==> src/common/sdsc_pkg.sv <==
/*
 * Constants for the symbol detector, scrambler and gain-loop control block.
 * Assumes a byte-wide microprocessor port and one symbol-rate clock.
 */
package sdsc_pkg;
    // ========================================
    // Register map
    localparam logic [7:0] ADDR_ALIGN_LIMIT = 8'h2E;
    localparam logic [7:0] ADDR_SNR_LO = 8'h34;
    localparam logic [7:0] ADDR_SNR_HI = 8'h35;
    localparam logic [7:0] ADDR_LVL_LO = 8'h36;
    localparam logic [7:0] ADDR_LVL_HI = 8'h37;
    localparam logic [7:0] ADDR_TGT_LO = 8'h38;
    localparam logic [7:0] ADDR_TGT_HI = 8'h39;
    localparam logic [7:0] ADDR_DET_CFG = 8'h3A;
    localparam logic [7:0] ADDR_PK_DLY = 8'h3B;
    localparam logic [7:0] ADDR_GAIN_CFG = 8'h3C;
    localparam logic [7:0] RST_BYTE = 8'h00;
    // ========================================
    // Field positions
    localparam int DET_DESCR = 0;
    localparam int DET_REMOTE = 1;
    localparam int DET_LOCK = 2;
    localparam int DET_TWO_LVL = 3;
    localparam int DET_FB_SEL = 4;
    localparam int DET_MUX_LO = 5;
    localparam int DET_PEAK_EN = 7;
    localparam int GAIN_STEP = 0;
    localparam int GAIN_ADAPT = 1;
    localparam int GAIN_ERR_SEL = 2;
    localparam int ALIGN_W = 7;
    localparam int PK_DLY_W = 4;
    localparam int PK_DEPTH = 16;
    // ========================================
    // Limits, taps and counts
    localparam logic signed [15:0] LEVEL_MAX = 16'sh2AAA;
    localparam int LFSR_LEN = 23;
    localparam int TAP_REMOTE = 5;
    localparam int TAP_CENTRAL = 18;
    localparam logic [7:0] DESCR_CYCLES = 8'h17;
    localparam logic [7:0] ONES_CYCLES = 8'h80;
    localparam logic [3:0] STEP_FAST = 4'h8;
    localparam logic [3:0] STEP_SLOW = 4'h1;
    localparam int BUF_DEPTH = 2;
    // Output mux codes
    localparam logic [1:0] MUX_FB = 2'h0;
    localparam logic [1:0] MUX_LOOP = 2'h1;
    localparam logic [1:0] MUX_SCR = 2'h2;
    // Symbol bits {sign, mag}: sign 1 positive, mag 1 inner level
    typedef enum logic [1:0] {
        SY_IDLE = 2'b00,
        SY_DESCR = 2'b01,
        SY_ONES = 2'b11,
        SY_LOCKED = 2'b10
    } sdsc_sync_type;
endpackage : sdsc_pkg

==> src/core/sdsc_detector.sv <==
/*
 * Receive symbol detector control: slicer, peak path delay, scaling,
 * scrambler with auto-sync, output muxes, gain-loop error source.
 * Assumes symbols arrive one per advance from the equalizer path and
 * that peak criteria are judged outside on the delayed peak sample.
 */
// Behaviour
// - Flag low SNR when meter exceeds limit
// - Four-level slicing at zero and twice level
// - Scale detected symbol by level for errors
// - Self-adapt error is gain output magnitude minus target
// - Bit 2 picks equalizer error for gain
// - Enabled peak hit replaces slicer output
// - Two-bit field selects channel unit output
// - Bit 4 selects feedback source
// - Two-level: sign only, slicer and scrambler magnitude forced zero
// - Four-level: scrambler handles both bits
// - Auto-sync: 23 descramble, 128 counting
// - Count above limit sets flag, stays locked
// - Miss clears count, repeats descramble phase
// - Flag unclearable while auto-sync enabled
// - Remote bit picks taps 23/5 or 23/18
// - Bit 0 selects descrambler or ones scrambler
// - Peak path delayed by 4-bit register
// - Bit 1 enables gain coefficient adaptation
// - Bit 0 makes gain step eight times
// - Seven-bit limit used only during auto-sync
module sdsc_detector (
    input wire logic clk,
    input wire logic rst,
    input wire logic [7:0] up_addr,
    input wire logic [7:0] up_wdata,
    input wire logic up_wr,
    input wire logic up_rd,
    output logic [7:0] up_rdata,
    input wire logic signed [15:0] snr_meter,
    input wire logic low_snr_clr,
    output logic low_snr_flag,
    input wire logic sync_clr,
    output logic sync_flag,
    input wire logic sym_valid,
    output logic sym_ready,
    input wire logic signed [15:0] dfe_sample,
    input wire logic peak_hit,
    input wire logic [1:0] peak_sym,
    output logic signed [15:0] peak_sample,
    input wire logic [1:0] tx_loop_sym,
    output logic [1:0] fb_sym,
    output logic signed [17:0] eq_error,
    output logic signed [17:0] slicer_error,
    input wire logic signed [15:0] agc_out,
    output logic signed [17:0] agc_error,
    output logic agc_adapt_en,
    output logic [3:0] agc_step_mult,
    output logic cu_valid,
    input wire logic cu_ready,
    output logic [1:0] cu_sym
);
    import sdsc_pkg::*;

    // ========================================
    // Helpers
    function automatic logic signed [17:0] sym_scale(input logic [1:0] s,
                                                     input logic signed [15:0] lv);
        logic signed [17:0] m;
        m = s[0] ? 18'(lv) : 18'(lv) * 18'sd3;
        sym_scale = s[1] ? m : -m;
    endfunction : sym_scale

    // One scrambler bit step: returns {out, next state}
    function automatic logic [LFSR_LEN:0] lfsr_step(input logic [LFSR_LEN-1:0] st,
                                                    input logic din,
                                                    input logic descr,
                                                    input logic remote);
        logic fb;
        logic o;
        fb = st[LFSR_LEN-1] ^ (remote ? st[TAP_REMOTE-1] : st[TAP_CENTRAL-1]);
        o = (descr ? din : 1'b1) ^ fb;
        lfsr_step = {o, st[LFSR_LEN-2:0], descr ? din : o};
    endfunction : lfsr_step

    // ========================================
    // Registers
    logic [15:0] snr_limit_r;
    logic [15:0] level_r;
    logic [15:0] target_r;
    logic [7:0] det_cfg_r;
    logic [PK_DLY_W-1:0] pk_dly_r;
    logic [2:0] gain_cfg_r;
    logic [ALIGN_W-1:0] align_limit_r;

    always_ff @(posedge clk) begin
        if (rst) begin
            snr_limit_r <= {RST_BYTE, RST_BYTE};
            level_r <= {RST_BYTE, RST_BYTE};
            target_r <= {RST_BYTE, RST_BYTE};
            det_cfg_r <= RST_BYTE;
            pk_dly_r <= RST_BYTE[PK_DLY_W-1:0];
            gain_cfg_r <= RST_BYTE[2:0];
            align_limit_r <= RST_BYTE[ALIGN_W-1:0];
        end else if (up_wr) begin
            unique case (up_addr)
                ADDR_SNR_LO: snr_limit_r[7:0] <= up_wdata;
                ADDR_SNR_HI: snr_limit_r[15:8] <= up_wdata;
                ADDR_LVL_LO: level_r[7:0] <= up_wdata;
                ADDR_LVL_HI: level_r[15:8] <= up_wdata;
                ADDR_TGT_LO: target_r[7:0] <= up_wdata;
                ADDR_TGT_HI: target_r[15:8] <= up_wdata;
                ADDR_DET_CFG: det_cfg_r <= up_wdata;
                ADDR_PK_DLY: pk_dly_r <= up_wdata[PK_DLY_W-1:0];
                ADDR_GAIN_CFG: gain_cfg_r <= up_wdata[2:0];
                ADDR_ALIGN_LIMIT: align_limit_r <= up_wdata[ALIGN_W-1:0];
                default: ;
            endcase
        end
    end

    // Read data is registered; unmapped addresses read zero
    always_ff @(posedge clk) begin
        if (rst) begin
            up_rdata <= RST_BYTE;
        end else if (up_rd) begin
            unique case (up_addr)
                ADDR_SNR_LO: up_rdata <= snr_limit_r[7:0];
                ADDR_SNR_HI: up_rdata <= snr_limit_r[15:8];
                ADDR_LVL_LO: up_rdata <= level_r[7:0];
                ADDR_LVL_HI: up_rdata <= level_r[15:8];
                ADDR_TGT_LO: up_rdata <= target_r[7:0];
                ADDR_TGT_HI: up_rdata <= target_r[15:8];
                ADDR_DET_CFG: up_rdata <= det_cfg_r;
                ADDR_PK_DLY: up_rdata <= 8'(pk_dly_r);
                ADDR_GAIN_CFG: up_rdata <= 8'(gain_cfg_r);
                ADDR_ALIGN_LIMIT: up_rdata <= 8'(align_limit_r);
                default: up_rdata <= RST_BYTE;
            endcase
        end
    end

    // ========================================
    // SNR alarm; set wins over clear
    logic snr_over;
    assign snr_over = $signed(snr_meter) > $signed(snr_limit_r);
    always_ff @(posedge clk) begin
        if (rst) begin
            low_snr_flag <= 1'b0;
        end else if (snr_over) begin
            low_snr_flag <= 1'b1;
        end else if (low_snr_clr) begin
            low_snr_flag <= 1'b0;
        end
    end

    // ========================================
    // Stream control and peak path delay line
    logic buf_in_ready;
    logic adv;
    logic signed [15:0] dly [PK_DEPTH];
    assign sym_ready = buf_in_ready;
    assign adv = sym_valid && buf_in_ready;

    always_ff @(posedge clk) begin
        if (rst) begin
            dly[0] <= '0;
        end else if (adv) begin
            dly[0] <= dfe_sample;
        end
    end
    genvar gi;
    generate
        for (gi = 1; gi < PK_DEPTH; gi++) begin : g_dly
            always_ff @(posedge clk) begin
                if (rst) begin
                    dly[gi] <= '0;
                end else if (adv) begin
                    dly[gi] <= dly[gi-1];
                end
            end
        end
    endgenerate
    // Tap 0 is the undelayed sample, tap N is N symbols late
    assign peak_sample = (pk_dly_r == '0) ? dfe_sample : dly[pk_dly_r - 4'h1];

    // ========================================
    // Slicer and detector selection
    logic two_lvl;
    logic signed [15:0] level_use;
    logic signed [16:0] slice_th;
    logic [1:0] slc_sym;
    logic [1:0] det_sym;
    assign two_lvl = det_cfg_r[DET_TWO_LVL];
    // Out-of-range level is clamped so the slice never overflows
    assign level_use = $signed(level_r) < 0 ? '0 :
                       ($signed(level_r) > LEVEL_MAX ? LEVEL_MAX : $signed(level_r));
    assign slice_th = 17'(level_use) <<< 1;
    always_comb begin
        slc_sym[1] = dfe_sample >= 0;
        slc_sym[0] = !two_lvl && 17'(dfe_sample) < slice_th && 17'(dfe_sample) > -slice_th;
    end
    assign det_sym = (det_cfg_r[DET_PEAK_EN] && peak_hit) ? peak_sym : slc_sym;

    // ========================================
    // Scrambler with auto-sync search
    sdsc_sync_type sy_r;
    logic [7:0] phase_cnt_r;
    logic [8:0] agree_r;
    logic [LFSR_LEN-1:0] lfsr_r;
    logic lock_en;
    logic descr_eff;
    logic [LFSR_LEN:0] st_a;
    logic [LFSR_LEN:0] st_b;
    logic [1:0] scr_sym;
    logic [1:0] n_eq;
    logic [8:0] agree_nxt;
    logic sync_hit;

    assign lock_en = det_cfg_r[DET_LOCK];
    // Auto-sync overrides the select bit without touching it
    assign descr_eff = lock_en ? sy_r inside {SY_IDLE, SY_DESCR} : det_cfg_r[DET_DESCR];
    assign st_a = lfsr_step(lfsr_r, det_sym[1], descr_eff, det_cfg_r[DET_REMOTE]);
    assign st_b = lfsr_step(st_a[LFSR_LEN-1:0], det_sym[0], descr_eff,
                            det_cfg_r[DET_REMOTE]);
    assign scr_sym = two_lvl ? {st_a[LFSR_LEN], 1'b0} : {st_a[LFSR_LEN], st_b[LFSR_LEN]};
    assign n_eq = 2'(scr_sym[1] == det_sym[1]) + 2'(!two_lvl && scr_sym[0] == det_sym[0]);
    assign agree_nxt = agree_r + 9'(n_eq);
    assign sync_hit = sy_r == SY_ONES && agree_nxt > 9'(align_limit_r);

    always_ff @(posedge clk) begin
        if (rst) begin
            lfsr_r <= '0;
        end else if (adv) begin
            lfsr_r <= two_lvl ? st_a[LFSR_LEN-1:0] : st_b[LFSR_LEN-1:0];
        end
    end

    always_ff @(posedge clk) begin
        if (rst) begin
            sy_r <= SY_IDLE;
            phase_cnt_r <= '0;
            agree_r <= '0;
        end else if (!lock_en) begin
            sy_r <= SY_IDLE;
            phase_cnt_r <= '0;
            agree_r <= '0;
        end else if (adv) begin
            unique case (sy_r)
                SY_IDLE: begin
                    // First accepted symbol already counts as a descramble cycle
                    sy_r <= SY_DESCR;
                    phase_cnt_r <= 8'h01;
                end
                SY_DESCR: begin
                    phase_cnt_r <= phase_cnt_r + 8'h01;
                    if (phase_cnt_r == DESCR_CYCLES - 8'h01) begin
                        sy_r <= SY_ONES;
                        phase_cnt_r <= '0;
                    end
                end
                SY_ONES: begin
                    agree_r <= agree_nxt;
                    phase_cnt_r <= phase_cnt_r + 8'h01;
                    if (sync_hit) begin
                        sy_r <= SY_LOCKED;
                    end else if (phase_cnt_r == ONES_CYCLES - 8'h01) begin
                        sy_r <= SY_DESCR;
                        phase_cnt_r <= '0;
                        agree_r <= '0;
                    end
                end
                SY_LOCKED: ;
            endcase
        end
    end

    // Clear ignored while auto-sync is enabled
    always_ff @(posedge clk) begin
        if (rst) begin
            sync_flag <= 1'b0;
        end else if (adv && sync_hit) begin
            sync_flag <= 1'b1;
        end else if (sync_clr && !lock_en) begin
            sync_flag <= 1'b0;
        end
    end

    // ========================================
    // Feedback, errors and gain loop
    logic [1:0] fb_nxt;
    logic [1:0] cu_nxt;
    assign fb_nxt = det_cfg_r[DET_FB_SEL] ? scr_sym : det_sym;
    always_comb begin
        unique case (det_cfg_r[DET_MUX_LO +: 2])
            MUX_LOOP: cu_nxt = tx_loop_sym;
            MUX_SCR: cu_nxt = scr_sym;
            default: cu_nxt = fb_nxt; // Reserved code follows feedback
        endcase
    end

    always_ff @(posedge clk) begin
        if (rst) begin
            fb_sym <= '0;
            eq_error <= '0;
            slicer_error <= '0;
        end else if (adv) begin
            fb_sym <= fb_nxt;
            eq_error <= 18'(dfe_sample) - sym_scale(det_sym, level_use);
            slicer_error <= 18'(dfe_sample) - sym_scale(slc_sym, level_use);
        end
    end

    logic signed [16:0] agc_abs;
    assign agc_abs = agc_out < 0 ? -17'(agc_out) : 17'(agc_out);
    always_ff @(posedge clk) begin
        if (rst) begin
            agc_error <= '0;
        end else if (gain_cfg_r[GAIN_ERR_SEL]) begin
            agc_error <= 18'(dfe_sample) - sym_scale(det_sym, level_use);
        end else begin
            agc_error <= 18'(agc_abs) - 18'($signed(target_r));
        end
    end
    assign agc_adapt_en = gain_cfg_r[GAIN_ADAPT];
    assign agc_step_mult = gain_cfg_r[GAIN_STEP] ? STEP_FAST : STEP_SLOW;

    // ========================================
    // Two-entry buffer to the channel unit
    logic [1:0] buf_mem [BUF_DEPTH];
    logic buf_wp_r;
    logic buf_rp_r;
    logic [1:0] buf_cnt_r;
    logic buf_pop;
    // Full buffer stalls the symbol input so no word is lost
    assign buf_in_ready = buf_cnt_r != 2'(BUF_DEPTH);
    assign cu_valid = buf_cnt_r != '0;
    assign buf_pop = cu_valid && cu_ready;
    assign cu_sym = buf_mem[buf_rp_r];

    always_ff @(posedge clk) begin
        if (rst) begin
            buf_mem[0] <= '0;
            buf_mem[1] <= '0;
        end else if (adv) begin
            buf_mem[buf_wp_r] <= cu_nxt;
        end
    end
    always_ff @(posedge clk) begin
        if (rst) begin
            buf_wp_r <= 1'b0;
            buf_rp_r <= 1'b0;
            buf_cnt_r <= '0;
        end else begin
            buf_wp_r <= buf_wp_r ^ adv;
            buf_rp_r <= buf_rp_r ^ buf_pop;
            buf_cnt_r <= buf_cnt_r + 2'(adv) - 2'(buf_pop);
        end
    end

    // ========================================
    // Checks
    a_snr_flag_set: assert property (@(posedge clk) disable iff (rst)
        snr_over |=> low_snr_flag) else $error("low SNR flag missed");
    a_sync_hold: assert property (@(posedge clk) disable iff (rst)
        sync_flag && lock_en |=> sync_flag) else $error("sync flag dropped");
    a_lock_stays: assert property (@(posedge clk) disable iff (rst)
        sy_r == SY_LOCKED && lock_en |=> sy_r == SY_LOCKED) else $error("lock lost");
    a_descr_len: assert property (@(posedge clk) disable iff (rst)
        sy_r == SY_DESCR |-> phase_cnt_r < DESCR_CYCLES) else $error("descr overrun");
    a_miss_clear: assert property (@(posedge clk) disable iff (rst)
        $fell(sy_r == SY_ONES) && sy_r == SY_DESCR |-> agree_r == '0)
        else $error("count kept");
    a_two_level: assert property (@(posedge clk) disable iff (rst)
        adv && two_lvl && !det_cfg_r[DET_FB_SEL] && !peak_hit |=> fb_sym[0] == 1'b0)
        else $error("magnitude set");
    a_fb_select: assert property (@(posedge clk) disable iff (rst)
        adv && det_cfg_r[DET_FB_SEL] |=> fb_sym == $past(scr_sym)) else $error("fb src");
    a_buf_bound: assert property (@(posedge clk) disable iff (rst)
        buf_cnt_r == 2'(BUF_DEPTH) |-> !sym_ready) else $error("buffer overrun");
    a_step_fast: assert property (@(posedge clk) disable iff (rst)
        gain_cfg_r[GAIN_STEP] |-> agc_step_mult == STEP_FAST) else $error("step");

endmodule : sdsc_detector

==> config.mk <==
export PLATFORM = sky130hd
export DESIGN_NAME = sdsc_detector
export DESIGN_NICKNAME = d
export VERILOG_FILES = /design/src/common/sdsc_pkg.sv /design/src/core/sdsc_detector.sv
export SDC_FILE = /design/constraint.sdc
export NUM_CORES = 1
export LEC_CHECK = 0
export BUFFER_PORTS_ARGS = -buffer_cell sky130_fd_sc_hd__buf_2
export CAP_MARGIN = 20
export CORE_MARGIN = 2
export CORE_UTILIZATION = 44
export CTS_CLUSTER_SIZE = 14
export DETAILED_ROUTE_END_ITERATION = 8
export GPL_TIMING_DRIVEN = 0
export SYNTH_ARGS = -nofsm -noshare
export SYNTH_HDL_FRONTEND = slang
export SYNTH_SLANG_ARGS = --single-unit
==> constraint.sdc <==
create_clock -name clk -period 11.3 [get_ports clk]
set_input_delay 0 -clock clk [delete_from_list [all_inputs] [get_ports clk]]
set_output_delay 0 -clock clk [all_outputs]
set_load 0.05 [all_outputs]
After elaboration in Yosys (flattened, before gate mapping)
Memory sizes are Yosys's and may differ from the RTL's. A register that Yosys moved wholly into a read port is not among the register bits.
Index checks and enable logic that the tools add are counted.
{"block": "classes", "n_addsub": 13, "n_mul": 1, "order_cmp": 8, "n_eq_ne": 21, "muxes": 62, "bitwise_logic": 23, "n_reduce_logical": 33}
{"cell": "$mux 16", "n": 19}
{"cell": "$mux 18", "n": 5}
{"cell": "$eq 8x6->1 const B", "n": 10}
{"cell": "$pmux 8 s10", "n": 1}
{"cell": "$neg 18->18", "n": 2}
{"cell": "$sub 16x18->18", "n": 2}
{"cell": "$lt 16x1->1 const B", "n": 2}
{"cell": "$mux 8", "n": 3}
{"cell": "$pmux 8 s3", "n": 1}
{"cell": "$reduce_and 2->1", "n": 12}
{"cell": "$mux 23", "n": 1}
{"cell": "$mux 1", "n": 20}
{"cell": "$mul 16x3->18 const B", "n": 1}
{"cell": "$mux 9", "n": 2}
{"cell": "$sub 17x16->18", "n": 1}
{"cell": "$gt 16x17->1", "n": 1}
{"cell": "$lt 16x17->1", "n": 1}
{"cell": "$mux 17", "n": 1}
{"cell": "$neg 16->17", "n": 1}
{"cell": "$neg 17->17", "n": 1}
{"cell": "$ge 16x1->1 const B", "n": 1}
{"cell": "$gt 16x15->1 const B", "n": 1}
{"cell": "$gt 16x16->1", "n": 1}
{"cell": "$or 1x1->1", "n": 16}
{"cell": "other kinds (29)", "n": 55}
{"block": "totals", "register_bits": 182, "ram_bits": 260, "in_bits": 77, "out_inout_bits": 91, "elab_cells": 187, "mem_count": 2}
{"name": "dly", "words": 16, "width": 16, "read_ports": 16, "rd_clocked_by_memory_dff": 0, "wr": 16, "line": "sdsc_detector.sv:157", "source": "logic signed [15:0] dly [PK_DEPTH];"}
{"name": "buf_mem", "words": 2, "width": 2, "read_ports": 1, "rd_clocked_by_memory_dff": 1, "wr": 2, "line": "sdsc_detector.sv:326", "source": "logic [1:0] buf_mem [BUF_DEPTH];"}

Logic depth before layout (Yosys ltp)
{"block": "logic_depth", "depth_word": 18, "mapped_depth": 40, "ltp_nobuf": 35}

Worst setup path after synthesis
Ideal clock, no wire load.
{"block": "synth_timing", "path_type": "flip-flop to flip-flop", "startpoint": "reg level_r[14]", "endpoint": "reg phase_cnt_r[0]", "setup_time_ns": 0.128, "t_arrival_ns": 8.013, "required_ns": 11.172, "path_slack_ns": 3.160, "path_stages_with_launch": 39, "path_buffers": 5, "period_less_slack_ns": 8.140, "path_cell_list": "dfxtp_1 -> and4bb_1 -> and3_4 -> a211o_1 -> a21oi_1 -> and2_1 -> clkbuf_1 -> inv_1 -> ha_1 -> and3_1 -> and3_1 -> and3_1 -> ha_1 -> nand3_1 -> nor3_1 -> a221o_1 -> a31o_2 -> o31ai_4 -> (+3 left out) -> nor3_1 -> or3b_2 -> fa_1 -> inv_1 -> ha_1 -> ha_1 -> nor2b_1 -> o21a_1 -> o21a_1 -> o21a_1 -> o21a_1 -> o21a_1 -> o22a_1 -> nor4_1 -> clkbuf_1 -> o21ai_0 -> a22oi_1 -> nor2_1"}
{"block": "synth_between", "elab_chain_len": 18, "elab_cells_between_ends": 21, "cone_classes": "add/sub: 3; order compare: 5; eq/ne: 1; mux: 7; bitwise: 1; reduce/logical: 4"}
{"element": "start: declaration", "line": "sdsc_detector.sv:85", "source": "logic [15:0] level_r;"}
{"element": "start signal: assignment", "line": "sdsc_detector.sv:95", "source": "level_r <= {RST_BYTE, RST_BYTE};"}
{"element": "start signal: assignment", "line": "sdsc_detector.sv:106", "source": "ADDR_LVL_HI: level_r[15:8] <= up_wdata;"}
{"element": "$gt 16x15->1", "line": "sdsc_detector.sv:193", "source": "($signed(level_r) > LEVEL_MAX ? LEVEL_MAX : $signed(level_r));"}
{"element": "$mux 16", "line": "sdsc_detector.sv:193"}
{"element": "$mux 16 *", "line": "sdsc_detector.sv:192", "source": "assign level_use = $signed(level_r) < 0 ? '0 :"}
{"element": "$neg 17->17 or $lt 16x17->1 (tied branches)", "line": "sdsc_detector.sv:197", "source": "slc_sym[0] = !two_lvl && 17'(dfe_sample) < slice_th && 17'(dfe_sample) > -slice_th;"}
{"element": "$gt 16x17->1 or $logic_and 1x1->1 (tied branches)", "line": "sdsc_detector.sv:197"}
{"element": "$logic_and 1x1->1 *", "line": "sdsc_detector.sv:197"}
{"element": "$mux 2 *", "line": "sdsc_detector.sv:199", "source": "assign det_sym = (det_cfg_r[DET_PEAK_EN] && peak_hit) ? peak_sym : slc_sym;"}
{"element": "$mux 1", "line": "sdsc_detector.sv:78", "source": "o = (descr ? din : 1'b1) ^ fb;"}
{"element": "(+2 left out)"}
{"element": "$eq 1x1->1 *", "line": "sdsc_detector.sv:223", "source": "assign n_eq = 2'(scr_sym[1] == det_sym[1]) + 2'(!two_lvl && scr_sym[0] == det_sym[0]);"}
{"element": "$logic_and 1x1->1 *", "line": "sdsc_detector.sv:223"}
{"element": "$add 1x1->2 *", "line": "sdsc_detector.sv:223"}
{"element": "$add 9x2->9 *", "line": "sdsc_detector.sv:224", "source": "assign agree_nxt = agree_r + 9'(n_eq);"}
{"element": "$gt 9x7->1 *", "line": "sdsc_detector.sv:225", "source": "assign sync_hit = sy_r == SY_ONES && agree_nxt > 9'(align_limit_r);"}
{"element": "$logic_and 1x1->1 *", "line": "sdsc_detector.sv:225"}
{"element": "$mux 8 *", "line": "sdsc_detector.sv:261", "source": "if (sync_hit) begin"}
{"element": "$pmux 8 s3 *", "line": "sdsc_detector.sv:245", "source": "unique case (sy_r)"}
{"element": "end signal: assignment", "line": "sdsc_detector.sv:252", "source": "phase_cnt_r <= phase_cnt_r + 8'h01;"}
{"element": "end signal: assignment", "line": "sdsc_detector.sv:260", "source": "phase_cnt_r <= phase_cnt_r + 8'h01;"}
{"element": "end: declaration", "line": "sdsc_detector.sv:204", "source": "logic [7:0] phase_cnt_r;"}
Mark *: on every way between the ends. The rest lies on a longest branch, timed or not.
A chain may end at the register's enable or synchronous reset.

Final worst setup path
Same ends and word-level chain as after synthesis.

==> flow_metrics.tcl <==
set metrics [dict create \
    outcome "complete, no violations" \
    hp-class "primary input to register" \
    antenna_found_initial 3 \
    drive_above_1_share_pct 12.3 \
    insertion_delay_ns 0.60 \
    grt_pass1_vias 21100 \
    grt_pass1_wl_um 124000 \
    synth_edf_count 260 \
    postRouteWirelength_um 81900 \
    worstMarginPinSlew_ns 1.12 \
    numCtsBuffers 49 \
    startpoint_type "register" \
    final_util_pct 51.4 \
    rows 88 \
    antenna_left 0 \
    period_minus_slack_ns 10.32 \
    path_common_cell "and3_1" \
    grt_max_degree 103 \
    ys_async_sr_fraction_pct 0 \
    peakVddDrop_v 0.000131 \
    root_buffer "clkbuf_16" \
    period_share_pct 91.3 \
    grt_setup_unrepaired "false" \
    yosys_warnings 0 \
    p_per_area_nw_per_um2 162 \
    track_usage_pct 26.6 \
    final-hold-violation-count 0 \
    ios 168 \
    cap_violations 0 \
    ys_seq_area_share_pct 44.1 \
    die-area_um2 60900 \
    clock_path_buffers 3 \
    port_buffers 156 \
    synth_top_area_share_pct 30.1 \
    netlist_top_cells_area "edfxtp_1, dfxtp_1, ha_1" \
    synth_area_per_cell_um2 10.0 \
    slowest_delay_ns 0.60 \
    die_h_um 247 \
    postCtsResizedCells 0 \
    cts_tree "done" \
    layout.cells.non_filler 3651 \
    syn-cell-area_um2 25900 \
    synthTopCellsByCount "and3_1, edfxtp_1, nand2_1, a21oi_1, nor2_1" \
    ys_ff_latch 441 \
    drc 0 \
    path_class "register to register" \
    setup_viol 0 \
    route.vias.total 21400 \
    drt_iter0_drc 1956 \
    synthMostInstantiatedCell "and3_1" \
    core_um2 57900 \
    nets 3086 \
    maxSlewHeadroom_pct 25.5 \
    skew_ns 0.0311 \
    routabilityCongestion 0.995 \
    ys.flop_type "edfxtp_1" \
    cp_max_fo 10 \
    routed_via_density 5.87 \
    area_growth_syn_to_layout_pct 14.9 \
    synth.distinct_cells 79 \
    clk_pin_slew_ns 0.06 \
    power_leakage_nw 12.4 \
    cts_setup_buffers 0 \
    synthCells 2593 \
    finalSetupTns_ns 0 \
    hold_buffers 37 \
    worst_hold_slack_ns 0.0735 \
    dp_hpwl_um 62500 \
    drv_slew 0 \
    critPathRequiredTime_ns 11.75 \
    gr-total-overflow 0 \
    dp.cells 3521 \
    cts_htree_levels 2 \
    antenna_cells 0 \
    floorplan.initialDensity_pct 44.8 \
    die_w_um 247 \
    critical_path_arrival_ns 10.76 \
    cpMaxStageDelayCell "nor4_1" \
    wl_per_cell_um 22.4 \
    yosysTopAreaCell "edfxtp_1" \
    max_freq_mhz 96.9 \
    drt-pass1-iter-count 6 \
    clock_sinks 441 \
    worstSetupEndpointType "register" \
]
==> placed cells by master, fill, tap and decap left out, types with 82 or more instances in the layout <==
| cell type | netlist | final |
|---|---|---|
| a21oi_1 | 191 | 191 |
| and3_1 | 265 | 265 |
| buf_2 | 5 | 163 |
| clkbuf_1 | 145 | 157 |
| dfxtp_1 | 181 | 181 |
| edfxtp_1 | 260 | 260 |
| ha_1 | 157 | 157 |
| inv_1 | 97 | 96 |
| nand2_1 | 235 | 235 |
| nand3_1 | 97 | 97 |
| nor2_1 | 184 | 184 |
| o21ai_0 | 102 | 102 |
| xnor2_1 | 82 | 82 |
==> cells by family after synthesis <==
family	share of synthesized area, %
flip-flops	44.1
AND/OR/NAND/NOR	18.2
multiplexers	9.05
AO/OA/AOI/OAI	12.6
adder cells (fa/ha/maj)	7.96
buffers and inverters	3.96
other	0.0290
XOR/XNOR	4.16
==> cell type report <==
cell class | instances | area, um2
Clock inverter | 23 | 277
Clock buffer | 67 | 1380
Sequential cell | 441 | 11400
Timing Repair Buffer | 199 | 1230
Inverter | 100 | 383
Fill cell | 5401 | 28100
Tap cell | 765 | 957
Buffer | 166 | 652
Multi-Input combinational cell | 1890 | 13500
==> power breakdown <==
part / leakage [nW] / total [mW] / switching [mW] / internal, mW
logic: 7.30 / 1.08 / 0.712 / 0.372
clock network: 0.812 / 1.66 / 0.674 / 0.989
registers: 4.33 / 2.08 / 0.125 / 1.96
==> critical path: cells and delay by family (launching register included) <==
| family | cells | cell delay (ns) |
|---|---|---|
| AND/OR/NAND/NOR | 14 | 3.51 |
| AO/OA/AOI/OAI | 9 | 2.20 |
| adder cells (fa/ha/maj) | 5 | 1.41 |
| XOR/XNOR | 1 | 0.23 |
| buffers and inverters | 8 | 2.29 |
| flip-flops | 1 | 0.50 |
==> registers in the layout (all words and copies together) (netlist names), 7 cells and up <==
signal         count
agc_error         18
agree_r            9
align_limit_r      7
det_cfg_r          8
dly              256
eq_error          18
level_r           16
lfsr_r            23
phase_cnt_r        8
slicer_error      17
snr_limit_r       16
target_r          16
up_rdata           8
==> worst paths after layout <==
kind,end,slack [ns],startpoint,cells past startpoint
min,up_rdata[1]$_SDFFE_PP0P_,0.07,up_addr[4],6
min reg2reg,slicer_error[4]$_SDFFE_PP0P_,0.45,slicer_error[4]$_SDFFE_PP0P_,2
max,phase_cnt_r[0]$_SDFFE_PP0P_,0.98,level_r[14]$_SDFFE_PP0P_,37
max reg2reg,phase_cnt_r[0]$_SDFFE_PP0P_,0.98,level_r[14]$_SDFFE_PP0P_,37
==> metrics by stage <==
step | total power [mW] | area [um2] | worst slack [ns]
finish | 4.83 | 29800 | 0.984
floorplan | 2.83 | 25900 | 3.16
CTS | 4.84 | 29800 | 1.11
detailed placement | 3.17 | 27700 | 1.18
global route | 5.03 | 29800 | 0.467
global placement | 3.17 | 27700 | 1.18
==> layer usage <==
layer | vias to the layer above | track usage (%) | wire (um)
met4 | 6 | 8.31 | 2480
met5 | - | 0 | 31
li1 | 10000 | - | -
met3 | 150 | 5.21 | 5590
met2 | 729 | 45.4 | 40000
met1 | 10500 | 34.1 | 33800
Power figures use the tool's default switching activity.
